===== config.mk =====
export PLATFORM = sky130hd
export DESIGN_NAME = drive_monitor_status_bank
export DESIGN_NICKNAME = d
export VERILOG_FILES = /design/src/monitor_bank_pkg.sv /design/src/drive_monitor_status_bank.sv
export VERILOG_INCLUDE_DIRS = /design/src
export SDC_FILE = /design/constraint.sdc
export NUM_CORES = 1
export LEC_CHECK = 0
export ABC_AREA = 1
export ABC_CLOCK_PERIOD_IN_PS = 1700
export BUFFER_PORTS_ARGS = -buffer_cell sky130_fd_sc_hd__buf_2
export CAP_MARGIN = 20
export CORE_AREA = 2 2 73 75
export CTS_BUF_LIST = sky130_fd_sc_hd__clkbuf_4 sky130_fd_sc_hd__clkbuf_8
export DETAILED_ROUTE_END_ITERATION = 8
export DIE_AREA = 0 0 75 77
export GPL_TIMING_DRIVEN = 0
export HOLD_SLACK_MARGIN = 0.06
export PLACE_DENSITY = 0.89
export SYNTH_ARGS = -nofsm -noshare
export SYNTH_HDL_FRONTEND = slang
export SYNTH_SLANG_ARGS = --single-unit

===== constraint.sdc =====
create_clock -name sys_clk -period 1.7 [get_ports sys_clk]
set_clock_uncertainty 0.05 [all_clocks]
set_input_delay 0.085 -clock sys_clk [delete_from_list [all_inputs] [get_ports sys_clk]]
set_output_delay 0.085 -clock sys_clk [all_outputs]
set_load 0.01 [all_outputs]

===== src/monitor_bank_params.svh =====
// Register offsets, field positions and reset values of the drive monitor bank
// Behaviour
// - Monitor words are read only; writes from the master change nothing.
// - Keypad status: setting error, fault, programming mode, two-bit panel type.
// - Fault word one bits 0-7: fuse, three undervoltages, unused, earth, current, overvoltage.
// - Fault word one bits 8-B: heatsink prealarm, heatsink trip, motor and drive overload.
// - Fault word one bits C-F: overtorque 1 and 2, brake transistor, brake resistor hot.
// - Fault word two bits 0-4: external faults terminals S3-S7; bits 5,6 unused.
// - Fault word two bits 7-B: overspeed, deviation, encoder loss, input phase, output phase.
// - Fault word two: C motor prealarm, E error flag, F motor overheat trip.
// - Fault word three: 0 serial error, 1 option bus error, 4 control fault.
// - Fault word three: 6 option external, 7 feedback loss, 8-9 undertorque, A slip brake.
// - Alarm word one bits 0-5: undervoltage, overvoltage, heatsink, heat input, overtorque.
// - Alarm word one: bit 6 run direction conflict, bit 7 output blocked.
// - Alarm word one: bits 8-C external alarms S3-S7, D-E unused, F overspeed.
// - Alarm word two bits 1-4,6,7: deviation, encoder, keypad, serial, overloads.
// - Alarm word two bit 5 is set while the serial link waits on standby.
`ifndef MONITOR_BANK_PARAMS_SVH
`define MONITOR_BANK_PARAMS_SVH
`define ADDR_RUN_STATUS 16'h0010
`define ADDR_KEYPAD 16'h0011
`define ADDR_SET_ERR_NUM 16'h0012
`define ADDR_UNUSED 16'h0013
`define ADDR_FAULT_ONE 16'h0014
`define ADDR_FAULT_TWO 16'h0015
`define ADDR_FAULT_THREE 16'h0016
`define ADDR_BOARD_ONE 16'h0017
`define ADDR_BOARD_TWO 16'h0018
`define ADDR_ALARM_ONE 16'h0019
`define ADDR_ALARM_TWO 16'h001a
`define RUN_STATUS_MASK 16'h00ff
`define BOARD_ONE_MASK 16'h006c
`define BOARD_TWO_MASK 16'h000f
`define SET_ERR_NUM_MASK 16'hffff
`define WORD_RESET 16'h0000
`endif


===== src/monitor_bank_pkg.sv =====
// Types shared by the drive monitor bank
`default_nettype none
package monitor_bank_pkg;
	typedef struct packed {
		logic setting_error;
		logic in_fault;
		logic programming_mode;
		logic [1:0] panel_type;
	} keypad_src_type;
	typedef struct packed {
		logic dc_fuse_blown;
		logic bus_low_voltage_trip;
		logic control_supply_low;
		logic inrush_circuit_fault;
		logic earth_fault;
		logic current_trip;
		logic dc_bus_high_voltage;
		logic heatsink_heat_prealarm;
		logic heatsink_overheat_trip;
		logic motor_thermal_trip;
		logic drive_thermal_trip;
		logic torque_high_1;
		logic torque_high_2;
		logic brake_transistor_fault;
		logic brake_resistor_hot;
		logic [4:0] ext_fault_input;
		logic excess_speed;
		logic speed_error;
		logic encoder_disconnected;
		logic input_phase_loss;
		logic output_phase_open;
		logic motor_heat_prealarm;
		logic general_error;
		logic motor_heat_trip;
		logic serial_comm_error;
		logic option_bus_error;
		logic control_loop_fault;
		logic option_card_external_fault;
		logic pid_feedback_loss;
		logic torque_low_1;
		logic torque_low_2;
		logic slip_brake_thermal;
	} fault_src_type;
	typedef struct packed {
		logic dc_bus_low_voltage;
		logic dc_bus_high_voltage;
		logic heatsink_heat_prealarm;
		logic drive_heat_alarm_input;
		logic torque_high_1;
		logic torque_high_2;
		logic fwd_rev_conflict;
		logic output_blocked;
		logic [4:0] ext_alarm_input;
		logic excess_speed;
		logic speed_error;
		logic encoder_disconnected;
		logic keypad_detached;
		logic serial_comm_error;
		logic link_standby;
		logic motor_thermal_trip;
		logic drive_thermal_trip;
	} alarm_src_type;
	typedef struct packed {
		logic valid;
		logic write;
		logic [15:0] addr;
		logic [15:0] wdata;
	} reg_req_type;
	typedef struct packed {
		logic valid;
		logic error;
		logic [15:0] rdata;
	} reg_rsp_type;
endpackage
`default_nettype wire


===== src/drive_monitor_status_bank.sv =====
// Read-only monitor word bank of the drive, served to the protocol engine
`include "monitor_bank_params.svh"
`default_nettype none
module drive_monitor_status_bank #(
	parameter int WORD_WIDTH = 16
) (
	input wire logic sys_clk,
	input wire logic rst,
	input wire logic clk_en,
	input wire monitor_bank_pkg::reg_req_type req,
	output var monitor_bank_pkg::reg_rsp_type rsp,
	input wire logic [WORD_WIDTH-1:0] run_status_src,
	input wire logic [WORD_WIDTH-1:0] setting_error_number_src,
	input wire logic [WORD_WIDTH-1:0] board_fault_one_src,
	input wire logic [WORD_WIDTH-1:0] board_fault_two_src,
	input wire monitor_bank_pkg::keypad_src_type keypad_src,
	input wire monitor_bank_pkg::fault_src_type fault_src,
	input wire monitor_bank_pkg::alarm_src_type alarm_src
);
	import monitor_bank_pkg::*;

	// Sources are logic on sys_clk, so they are sampled without synchronisers
	logic [WORD_WIDTH-1:0] run_status_word;
	logic [WORD_WIDTH-1:0] keypad_word;
	logic [WORD_WIDTH-1:0] set_err_word;
	logic [WORD_WIDTH-1:0] fault_one_word;
	logic [WORD_WIDTH-1:0] fault_two_word;
	logic [WORD_WIDTH-1:0] fault_three_word;
	logic [WORD_WIDTH-1:0] board_one_word;
	logic [WORD_WIDTH-1:0] board_two_word;
	logic [WORD_WIDTH-1:0] alarm_one_word;
	logic [WORD_WIDTH-1:0] alarm_two_word;

	logic sel_run_status;
	logic sel_keypad;
	logic sel_set_err;
	logic sel_unused;
	logic sel_fault_one;
	logic sel_fault_two;
	logic sel_fault_three;
	logic sel_board_one;
	logic sel_board_two;
	logic sel_alarm_one;
	logic sel_alarm_two;

	logic [WORD_WIDTH-1:0] pick_run_status;
	logic [WORD_WIDTH-1:0] pick_keypad;
	logic [WORD_WIDTH-1:0] pick_set_err;
	logic [WORD_WIDTH-1:0] pick_fault_one;
	logic [WORD_WIDTH-1:0] pick_fault_two;
	logic [WORD_WIDTH-1:0] pick_fault_three;
	logic [WORD_WIDTH-1:0] pick_board_one;
	logic [WORD_WIDTH-1:0] pick_board_two;
	logic [WORD_WIDTH-1:0] pick_alarm_one;
	logic [WORD_WIDTH-1:0] pick_alarm_two;

	logic [WORD_WIDTH-1:0] read_word;
	logic addr_hit;
	logic read_req;
	logic write_req;
	reg_rsp_type rsp_reg;
	reg_rsp_type rsp_next;

	// Run word: only the low byte carries flags
	assign run_status_word[0] = run_status_src[0];
	assign run_status_word[1] = run_status_src[1];
	assign run_status_word[2] = run_status_src[2];
	assign run_status_word[3] = run_status_src[3];
	assign run_status_word[4] = run_status_src[4];
	assign run_status_word[5] = run_status_src[5];
	assign run_status_word[6] = run_status_src[6];
	assign run_status_word[7] = run_status_src[7];
	assign run_status_word[8] = 1'b0;
	assign run_status_word[9] = 1'b0;
	assign run_status_word[10] = 1'b0;
	assign run_status_word[11] = 1'b0;
	assign run_status_word[12] = 1'b0;
	assign run_status_word[13] = 1'b0;
	assign run_status_word[14] = 1'b0;
	assign run_status_word[15] = 1'b0;

	// Keypad status
	assign keypad_word[0] = keypad_src.setting_error;
	assign keypad_word[1] = keypad_src.in_fault;
	assign keypad_word[2] = keypad_src.programming_mode;
	assign keypad_word[3] = keypad_src.panel_type[0];
	assign keypad_word[4] = keypad_src.panel_type[1];
	assign keypad_word[5] = 1'b0;
	assign keypad_word[6] = 1'b0;
	assign keypad_word[7] = 1'b0;
	assign keypad_word[8] = 1'b0;
	assign keypad_word[9] = 1'b0;
	assign keypad_word[10] = 1'b0;
	assign keypad_word[11] = 1'b0;
	assign keypad_word[12] = 1'b0;
	assign keypad_word[13] = 1'b0;
	assign keypad_word[14] = 1'b0;
	assign keypad_word[15] = 1'b0;

	assign set_err_word = setting_error_number_src & `SET_ERR_NUM_MASK;

	// Fault word one
	assign fault_one_word[0] = fault_src.dc_fuse_blown;
	assign fault_one_word[1] = fault_src.bus_low_voltage_trip;
	assign fault_one_word[2] = fault_src.control_supply_low;
	assign fault_one_word[3] = fault_src.inrush_circuit_fault;
	assign fault_one_word[4] = 1'b0;
	assign fault_one_word[5] = fault_src.earth_fault;
	assign fault_one_word[6] = fault_src.current_trip;
	assign fault_one_word[7] = fault_src.dc_bus_high_voltage;
	assign fault_one_word[8] = fault_src.heatsink_heat_prealarm;
	assign fault_one_word[9] = fault_src.heatsink_overheat_trip;
	assign fault_one_word[10] = fault_src.motor_thermal_trip;
	assign fault_one_word[11] = fault_src.drive_thermal_trip;
	assign fault_one_word[12] = fault_src.torque_high_1;
	assign fault_one_word[13] = fault_src.torque_high_2;
	assign fault_one_word[14] = fault_src.brake_transistor_fault;
	assign fault_one_word[15] = fault_src.brake_resistor_hot;

	// Fault word two; bit D has no defined meaning and reads zero
	assign fault_two_word[0] = fault_src.ext_fault_input[0];
	assign fault_two_word[1] = fault_src.ext_fault_input[1];
	assign fault_two_word[2] = fault_src.ext_fault_input[2];
	assign fault_two_word[3] = fault_src.ext_fault_input[3];
	assign fault_two_word[4] = fault_src.ext_fault_input[4];
	assign fault_two_word[5] = 1'b0;
	assign fault_two_word[6] = 1'b0;
	assign fault_two_word[7] = fault_src.excess_speed;
	assign fault_two_word[8] = fault_src.speed_error;
	assign fault_two_word[9] = fault_src.encoder_disconnected;
	assign fault_two_word[10] = fault_src.input_phase_loss;
	assign fault_two_word[11] = fault_src.output_phase_open;
	assign fault_two_word[12] = fault_src.motor_heat_prealarm;
	assign fault_two_word[13] = 1'b0;
	assign fault_two_word[14] = fault_src.general_error;
	assign fault_two_word[15] = fault_src.motor_heat_trip;

	// Fault word three
	assign fault_three_word[0] = fault_src.serial_comm_error;
	assign fault_three_word[1] = fault_src.option_bus_error;
	assign fault_three_word[2] = 1'b0;
	assign fault_three_word[3] = 1'b0;
	assign fault_three_word[4] = fault_src.control_loop_fault;
	assign fault_three_word[5] = 1'b0;
	assign fault_three_word[6] = fault_src.option_card_external_fault;
	assign fault_three_word[7] = fault_src.pid_feedback_loss;
	assign fault_three_word[8] = fault_src.torque_low_1;
	assign fault_three_word[9] = fault_src.torque_low_2;
	assign fault_three_word[10] = fault_src.slip_brake_thermal;
	assign fault_three_word[11] = 1'b0;
	assign fault_three_word[12] = 1'b0;
	assign fault_three_word[13] = 1'b0;
	assign fault_three_word[14] = 1'b0;
	assign fault_three_word[15] = 1'b0;

	// Board fault word one: only bits 2, 3, 5 and 6 are defined
	assign board_one_word[0] = 1'b0;
	assign board_one_word[1] = 1'b0;
	assign board_one_word[2] = board_fault_one_src[2];
	assign board_one_word[3] = board_fault_one_src[3];
	assign board_one_word[4] = 1'b0;
	assign board_one_word[5] = board_fault_one_src[5];
	assign board_one_word[6] = board_fault_one_src[6];
	assign board_one_word[7] = 1'b0;
	assign board_one_word[8] = 1'b0;
	assign board_one_word[9] = 1'b0;
	assign board_one_word[10] = 1'b0;
	assign board_one_word[11] = 1'b0;
	assign board_one_word[12] = 1'b0;
	assign board_one_word[13] = 1'b0;
	assign board_one_word[14] = 1'b0;
	assign board_one_word[15] = 1'b0;

	// Board fault word two: only the low nibble is defined
	assign board_two_word[0] = board_fault_two_src[0];
	assign board_two_word[1] = board_fault_two_src[1];
	assign board_two_word[2] = board_fault_two_src[2];
	assign board_two_word[3] = board_fault_two_src[3];
	assign board_two_word[4] = 1'b0;
	assign board_two_word[5] = 1'b0;
	assign board_two_word[6] = 1'b0;
	assign board_two_word[7] = 1'b0;
	assign board_two_word[8] = 1'b0;
	assign board_two_word[9] = 1'b0;
	assign board_two_word[10] = 1'b0;
	assign board_two_word[11] = 1'b0;
	assign board_two_word[12] = 1'b0;
	assign board_two_word[13] = 1'b0;
	assign board_two_word[14] = 1'b0;
	assign board_two_word[15] = 1'b0;

	// Alarm word one
	assign alarm_one_word[0] = alarm_src.dc_bus_low_voltage;
	assign alarm_one_word[1] = alarm_src.dc_bus_high_voltage;
	assign alarm_one_word[2] = alarm_src.heatsink_heat_prealarm;
	assign alarm_one_word[3] = alarm_src.drive_heat_alarm_input;
	assign alarm_one_word[4] = alarm_src.torque_high_1;
	assign alarm_one_word[5] = alarm_src.torque_high_2;
	assign alarm_one_word[6] = alarm_src.fwd_rev_conflict;
	assign alarm_one_word[7] = alarm_src.output_blocked;
	assign alarm_one_word[8] = alarm_src.ext_alarm_input[0];
	assign alarm_one_word[9] = alarm_src.ext_alarm_input[1];
	assign alarm_one_word[10] = alarm_src.ext_alarm_input[2];
	assign alarm_one_word[11] = alarm_src.ext_alarm_input[3];
	assign alarm_one_word[12] = alarm_src.ext_alarm_input[4];
	assign alarm_one_word[13] = 1'b0;
	assign alarm_one_word[14] = 1'b0;
	assign alarm_one_word[15] = alarm_src.excess_speed;

	// Alarm word two; the upper byte is not served by this bank and reads zero
	assign alarm_two_word[0] = 1'b0;
	assign alarm_two_word[1] = alarm_src.speed_error;
	assign alarm_two_word[2] = alarm_src.encoder_disconnected;
	assign alarm_two_word[3] = alarm_src.keypad_detached;
	assign alarm_two_word[4] = alarm_src.serial_comm_error;
	assign alarm_two_word[5] = alarm_src.link_standby;
	assign alarm_two_word[6] = alarm_src.motor_thermal_trip;
	assign alarm_two_word[7] = alarm_src.drive_thermal_trip;
	assign alarm_two_word[8] = 1'b0;
	assign alarm_two_word[9] = 1'b0;
	assign alarm_two_word[10] = 1'b0;
	assign alarm_two_word[11] = 1'b0;
	assign alarm_two_word[12] = 1'b0;
	assign alarm_two_word[13] = 1'b0;
	assign alarm_two_word[14] = 1'b0;
	assign alarm_two_word[15] = 1'b0;

	// Address decode, one select per word
	assign sel_run_status = (req.addr == `ADDR_RUN_STATUS);
	assign sel_keypad = (req.addr == `ADDR_KEYPAD);
	assign sel_set_err = (req.addr == `ADDR_SET_ERR_NUM);
	assign sel_unused = (req.addr == `ADDR_UNUSED);
	assign sel_fault_one = (req.addr == `ADDR_FAULT_ONE);
	assign sel_fault_two = (req.addr == `ADDR_FAULT_TWO);
	assign sel_fault_three = (req.addr == `ADDR_FAULT_THREE);
	assign sel_board_one = (req.addr == `ADDR_BOARD_ONE);
	assign sel_board_two = (req.addr == `ADDR_BOARD_TWO);
	assign sel_alarm_one = (req.addr == `ADDR_ALARM_ONE);
	assign sel_alarm_two = (req.addr == `ADDR_ALARM_TWO);

	// The unused word is a legal address but has no pick, so it reads zero
	assign addr_hit = sel_run_status
		| sel_keypad
		| sel_set_err
		| sel_unused
		| sel_fault_one
		| sel_fault_two
		| sel_fault_three
		| sel_board_one
		| sel_board_two
		| sel_alarm_one
		| sel_alarm_two;

	// Words are picked live in the request cycle so the answer shows current state
	assign pick_run_status = sel_run_status ? run_status_word : `WORD_RESET;
	assign pick_keypad = sel_keypad ? keypad_word : `WORD_RESET;
	assign pick_set_err = sel_set_err ? set_err_word : `WORD_RESET;
	assign pick_fault_one = sel_fault_one ? fault_one_word : `WORD_RESET;
	assign pick_fault_two = sel_fault_two ? fault_two_word : `WORD_RESET;
	assign pick_fault_three = sel_fault_three ? fault_three_word : `WORD_RESET;
	assign pick_board_one = sel_board_one ? board_one_word : `WORD_RESET;
	assign pick_board_two = sel_board_two ? board_two_word : `WORD_RESET;
	assign pick_alarm_one = sel_alarm_one ? alarm_one_word : `WORD_RESET;
	assign pick_alarm_two = sel_alarm_two ? alarm_two_word : `WORD_RESET;

	// Selects are one-hot, so an OR of the picks is the chosen word
	assign read_word = pick_run_status
		| pick_keypad
		| pick_set_err
		| pick_fault_one
		| pick_fault_two
		| pick_fault_three
		| pick_board_one
		| pick_board_two
		| pick_alarm_one
		| pick_alarm_two;

	// A write never touches a word; it is answered with the error flag and no data
	assign read_req = req.valid && !req.write;
	assign write_req = req.valid && req.write;
	assign rsp_next.valid = req.valid;
	assign rsp_next.error = write_req || (read_req && !addr_hit);
	assign rsp_next.rdata = read_req ? read_word : `WORD_RESET;

	// Answer is held while the clock enable is low
	always_ff @(posedge sys_clk) begin
		if (rst) begin
			rsp_reg <= '0;
		end else if (clk_en) begin
			rsp_reg <= rsp_next;
		end
	end

	assign rsp = rsp_reg;
endmodule
`default_nettype wire


**Word-level counts from Yosys, hierarchy flattened**

Cells that the tools add are included.

- Output and inout bits: 18
- Logic and storage cells: 50
- Register bits after elaboration: 18

- Multiplexer cells: 11
- Eq/ne operators: 11
- Reduce and logical (&&, ||, !) cells: 6
- Bitwise logic cells: 19

Operator list:

| cell | count |
|---|---|
| 16-bit by 5-bit == test with 1-bit output (second input constant) | 11 |
| 16-bit two-way mux | 5 |
| 16-bit OR | 3 |
| 8-bit two-way mux | 2 |
| 16-bit by 11-bit OR with 16-bit output | 1 |
| 16-bit by 4-bit OR with 16-bit output | 1 |
| 16-bit by 7-bit OR with 16-bit output | 1 |
| 16-bit by 8-bit OR with 16-bit output | 1 |
| 8-bit by 16-bit OR with 16-bit output | 1 |
| 11-bit two-way mux | 1 |
| 1-bit OR | 10 |
| 8-bit by 5-bit OR with 8-bit output | 1 |
| 7-bit two-way mux | 1 |
| 5-bit two-way mux | 1 |
| 4-bit two-way mux | 1 |
| 1-bit logical AND | 3 |
| 1-bit logical NOT | 2 |
| 1-bit logical OR | 1 |

**Depth between registers and ports, before layout**

- Word-level depth: 14
- Gate-level depth with buffers: 13

**Worst setup path after synthesis**

Ideal clock, no wire load.

- Path type: input to register
- From: input req[31] (netlist bit)
- To: register rsp_reg, in the netlist rsp[4]
- Slack: 0.473 ns
- Path buffers: 2
- Stages on the path: 11
- Data required time: 1.582 ns
- Data arrival time: 1.109 ns
- Path through: nor2_2 -> nand2_1 -> nor2_4 -> buf_6 -> buf_6 -> nand3_1 -> nand2_1 -> nor2_1 -> nand3b_1 -> nand2_1 -> a21oi_2

- Word-level cells in the longest chain between the ends: 12
- Elaborated cells between the ends (all ways): 24
- Those cells by class: eq/ne: 7; mux: 8; bitwise: 9

Ends and longest elaborated chain:

| item | RTL line | text |
|---|---|---|
| from (decl) | drive_monitor_status_bank.sv:10 | `input wire monitor_bank_pkg::reg_req_type req,` |
| 16-bit by 5-bit == test with 1-bit output (no source line) | n/a |  |
| 8-bit two-way mux (no source line) or 5-bit two-way mux (tied branches) | n/a |  |
| 8-bit by 5-bit OR with 8-bit output | drive_monitor_status_bank.sv:268 | `\| pick_keypad` |
| 8-bit by 16-bit OR with 16-bit output | drive_monitor_status_bank.sv:269 | `\| pick_set_err` |
| 16-bit OR | drive_monitor_status_bank.sv:270 | `\| pick_fault_one` |
| 16-bit OR | drive_monitor_status_bank.sv:271 | `\| pick_fault_two` |
| 16-bit by 11-bit OR with 16-bit output | drive_monitor_status_bank.sv:272 | `\| pick_fault_three` |
| 16-bit by 7-bit OR with 16-bit output | drive_monitor_status_bank.sv:273 | `\| pick_board_one` |
| 16-bit by 4-bit OR with 16-bit output | drive_monitor_status_bank.sv:274 | `\| pick_board_two` |
| 16-bit OR | drive_monitor_status_bank.sv:275 | `\| pick_alarm_one` |
| 16-bit by 8-bit OR with 16-bit output * | drive_monitor_status_bank.sv:276 | `\| pick_alarm_two;` |
| 16-bit two-way mux (no source line) * | n/a |  |
| to (signal assigned) | drive_monitor_status_bank.sv:290 | `rsp_reg <= rsp_next;` |
| to (decl) | drive_monitor_status_bank.sv:61 | `reg_rsp_type rsp_reg;` |

Mark *: on every way between the ends. The rest lies on a longest branch, timed or not.
A chain may end at the register's enable or synchronous reset.

**Worst setup path in the final report**

- From: input req[31] (netlist bit)
- To: register rsp_reg, in the netlist rsp[2]

The elaborated chain is that of the path after synthesis.

==> impl_metrics.ini <==
[die]
fp-row-count = 26
floorplan.die_area_um2 = 5780
die_h_um = 77
ios = 181
floorplan.initialDensity_pct = 36.1
coreArea_um2 = 4980
die_width_um = 75

[status]
result_of_the_run = complete, no violations

[grt]
grtUsageTotal_pct = 21.7
grt_antenna_before_repair = 0
grt_max_degree = 11
vias_in_the_first_global_route = 2304
grt_first_pass_wirelength_um = 10000
global_route_total_overflow = 0

[timing]
finalSetupTns_ns = 0
worst_slew_margin_rel_pct = 68.1
timing.final.hold_violations = 0
timing_max_transition_violations_final = 0
final.period_utilization_pct = 77.2
layout_min_cycle_time_ns = 1.31
worst_pin_slew_ns = 0.479
timing.final.setup_violations = 0
max_freq_mhz = 762
rsz0062_at_grt = no

[detailed_routing]
drtPass1Iterations = 4
avgRoutedWirePerCell_um = 11.6
route.final.wire_length_um = 6360
post-route-drc-count = 0
post_drt_via_cell_ratio = 4.74
final_antenna_net_count = 0
initialDrtViolationCount = 130
vias = 2605

[clock_tree]
cts_post_setup_buffers_inserted = 0
h-tree-depth = 1
cts.sinks = 18
cts_hold_buf = 0
clk_path_buf_depth = 2
clkLatencyLatePin_ns = 0.25
clk_root_buffer_cell = sky130_fd_sc_hd__clkbuf_8
cts-resized-gates = 0
tritoncts = built
number_of_cts_inserted_buffers = 3
clkTransAtPathRegs_ns = 0.07

[placed_design]
finalWeightedCongestion = 0.875
portBuffers = 131
place_area_um2 = 2540
post-dp-hpwl_um = 5340

[finish]
layout.cells.most_common_list = 151 x sky130_fd_sc_hd__nand2_1, 133 x sky130_fd_sc_hd__buf_2, 46 x sky130_fd_sc_hd__nor2_1
final_common_cell = sky130_fd_sc_hd__nand2_1
largest_register_ffs = 18
post-route-cell-area_um2 = 2600
n_diodes = 0
layout.nets = 644
final_layout_size_suffix_gt1_share_pct = 35.2
synthToLayoutAreaGrowth_pct = 44.4

[worst_setup_path]
critical_path.max_fanout = 10
cells_along_the_critical_path = buf_2 > nor2_2 > nand2_1 > nor2_4 > nand2_1 > inv_2 > buf_6 > nand2_1 > nand2_1 > inv_1 > nand3_1 > nand2_1 > a21oi_1
r2r_start = rsp[11]
critPathLaunch = req[31]
critical_path_cell_count = 13
crit_slowest_cell = sky130_fd_sc_hd__nor2_4
path_class = in -> reg
r2r_setup_slk_ns = 1.03
register_to_register_path_depth = 2
timing.critical_path.to = rsp[2]
worstPathBufferInverterCount = 4
worstReg2RegEnd = rsp[11]
crit_family = simple AND/OR/NAND/NOR gates
critical-path-max-stage-delay_ns = 0.21
critical_path_endpoint_category = flop
cp.required_ns = 1.84
worst-endpoint-arrival_ns = 1.45
cp-start-kind = input pin
worst_path_most_repeated_cell = sky130_fd_sc_hd__nand2_1

[synth]
yosysUniqueCellTypes = 21
ys_seq_area_share_pct = 20.0
synthFlopType = sky130_fd_sc_hd__dfxtp_1
synthArstFlopShare_pct = 0
postSynthNetCount = 508
syn_avg_cell_area_um2 = 5.22
synthesis.area_um2 = 1800
synth-edff-count = 0
synth.yosys.warnings = 0
synth_cells = 345
synth-seq-cells = 18

[power_and_ir_drop]
worst_vdd_rail_ir_drop_v = 0.000260
power_per_unit_of_standard_cell_area_nw_per_um2 = 381
p_leak_nw = 1.49
power.total_mw = 0.990

[run]
max-cap-violations = 0

[hold_path]
worst_hold_path_type = in -> reg
metrics by stage:
step / util (%) / worst slack (ns) / instances / hold slack, ns
finish: 52.2 / 0.387 / 550 / 0.106
global route: 52.2 / 0.181 / 550 / 0.132
CTS: 52.2 / 0.364 / 550 / 0.108
detailed placement: 51.1 / 0.108 / 546 / 0.372
global placement: 51.1 / 0.139 / 546 / 0.349
floorplan: - / 0.473 / 345 / 0.219
worst min-delay path by stage:
stage          startpoint       to  slack [ns]  cells past startpoint
6_report          req[33]  rsp[17]        0.11                      3
5_1_grt           req[33]  rsp[17]        0.13                      3
4_1_cts           req[33]  rsp[17]        0.11                      3
3_5_place_dp      req[33]  rsp[17]        0.37                      3
3_3_place_gp      req[33]  rsp[17]        0.35                      3
2_1_floorplan      clk_en  rsp[17]        0.22                      2
where the power goes:
group / total (mW) / internal, mW / switching, mW / leakage [nW]
Sequential: 0.425 / 0.424 / 0.00118 / 0.145
Combinational: 0.214 / 0.112 / 0.103 / 1.31
Clock: 0.350 / 0.206 / 0.144 / 0.0288
Total: 0.990 / 0.741 / 0.248 / 1.49
metal layers:
layer,global-route usage (%),share of wire (%),vias to the layer above
li1,-,-,1332
met1,27.6,42,1163
met2,38.1,51,104
met3,3.02,6.3,6
met4,4.46,0.93,0
met5,0,0,-
cell families (layout without fill, tap and decap cells):
kind of cell	after synthesis	count (layout)	synth area share (%)
compound gates	21	21	6.88
simple gates	257	257	60.1
buf+inv	49	184	13.0
flops	18	18	20.0
synth_stat cells (3+ instances only):
cell type | number | area share (%)
sky130_fd_sc_hd__dfxtp_1 | 18 | 20
sky130_fd_sc_hd__nand2_1 | 151 | 32
sky130_fd_sc_hd__nand4_1 | 4 | 1.4
sky130_fd_sc_hd__buf_6 | 6 | 3.8
sky130_fd_sc_hd__a21oi_2 | 4 | 1.9
sky130_fd_sc_hd__nor2_4 | 3 | 1.9
sky130_fd_sc_hd__nand3_1 | 40 | 11
sky130_fd_sc_hd__nor2_1 | 46 | 9.6
sky130_fd_sc_hd__nand2_2 | 3 | 1.0
sky130_fd_sc_hd__nor2_2 | 9 | 3.1
sky130_fd_sc_hd__inv_2 | 5 | 1.0
sky130_fd_sc_hd__inv_1 | 30 | 6.3
sky130_fd_sc_hd__a21oi_1 | 14 | 3.9
layout make-up:
cell class	count	area, um2
fill	531	2380
timing repair buffer	131	656
buffer	11	88.8
multi-input combinational	278	1200
tap	70	87.6
inverter	38	145
sequential	18	360
clock buffer	4	55.1
worst reg2reg max path: cells and delay by family, from the launching register on:
kind / cells / cell delay [ns]
AND/OR/NAND/NOR: 1 / 0.06
AO/OA/AOI/OAI: 1 / 0.16
flip-flops: 1 / 0.34
No activity file was read; power rests on OpenSTA's default activity.
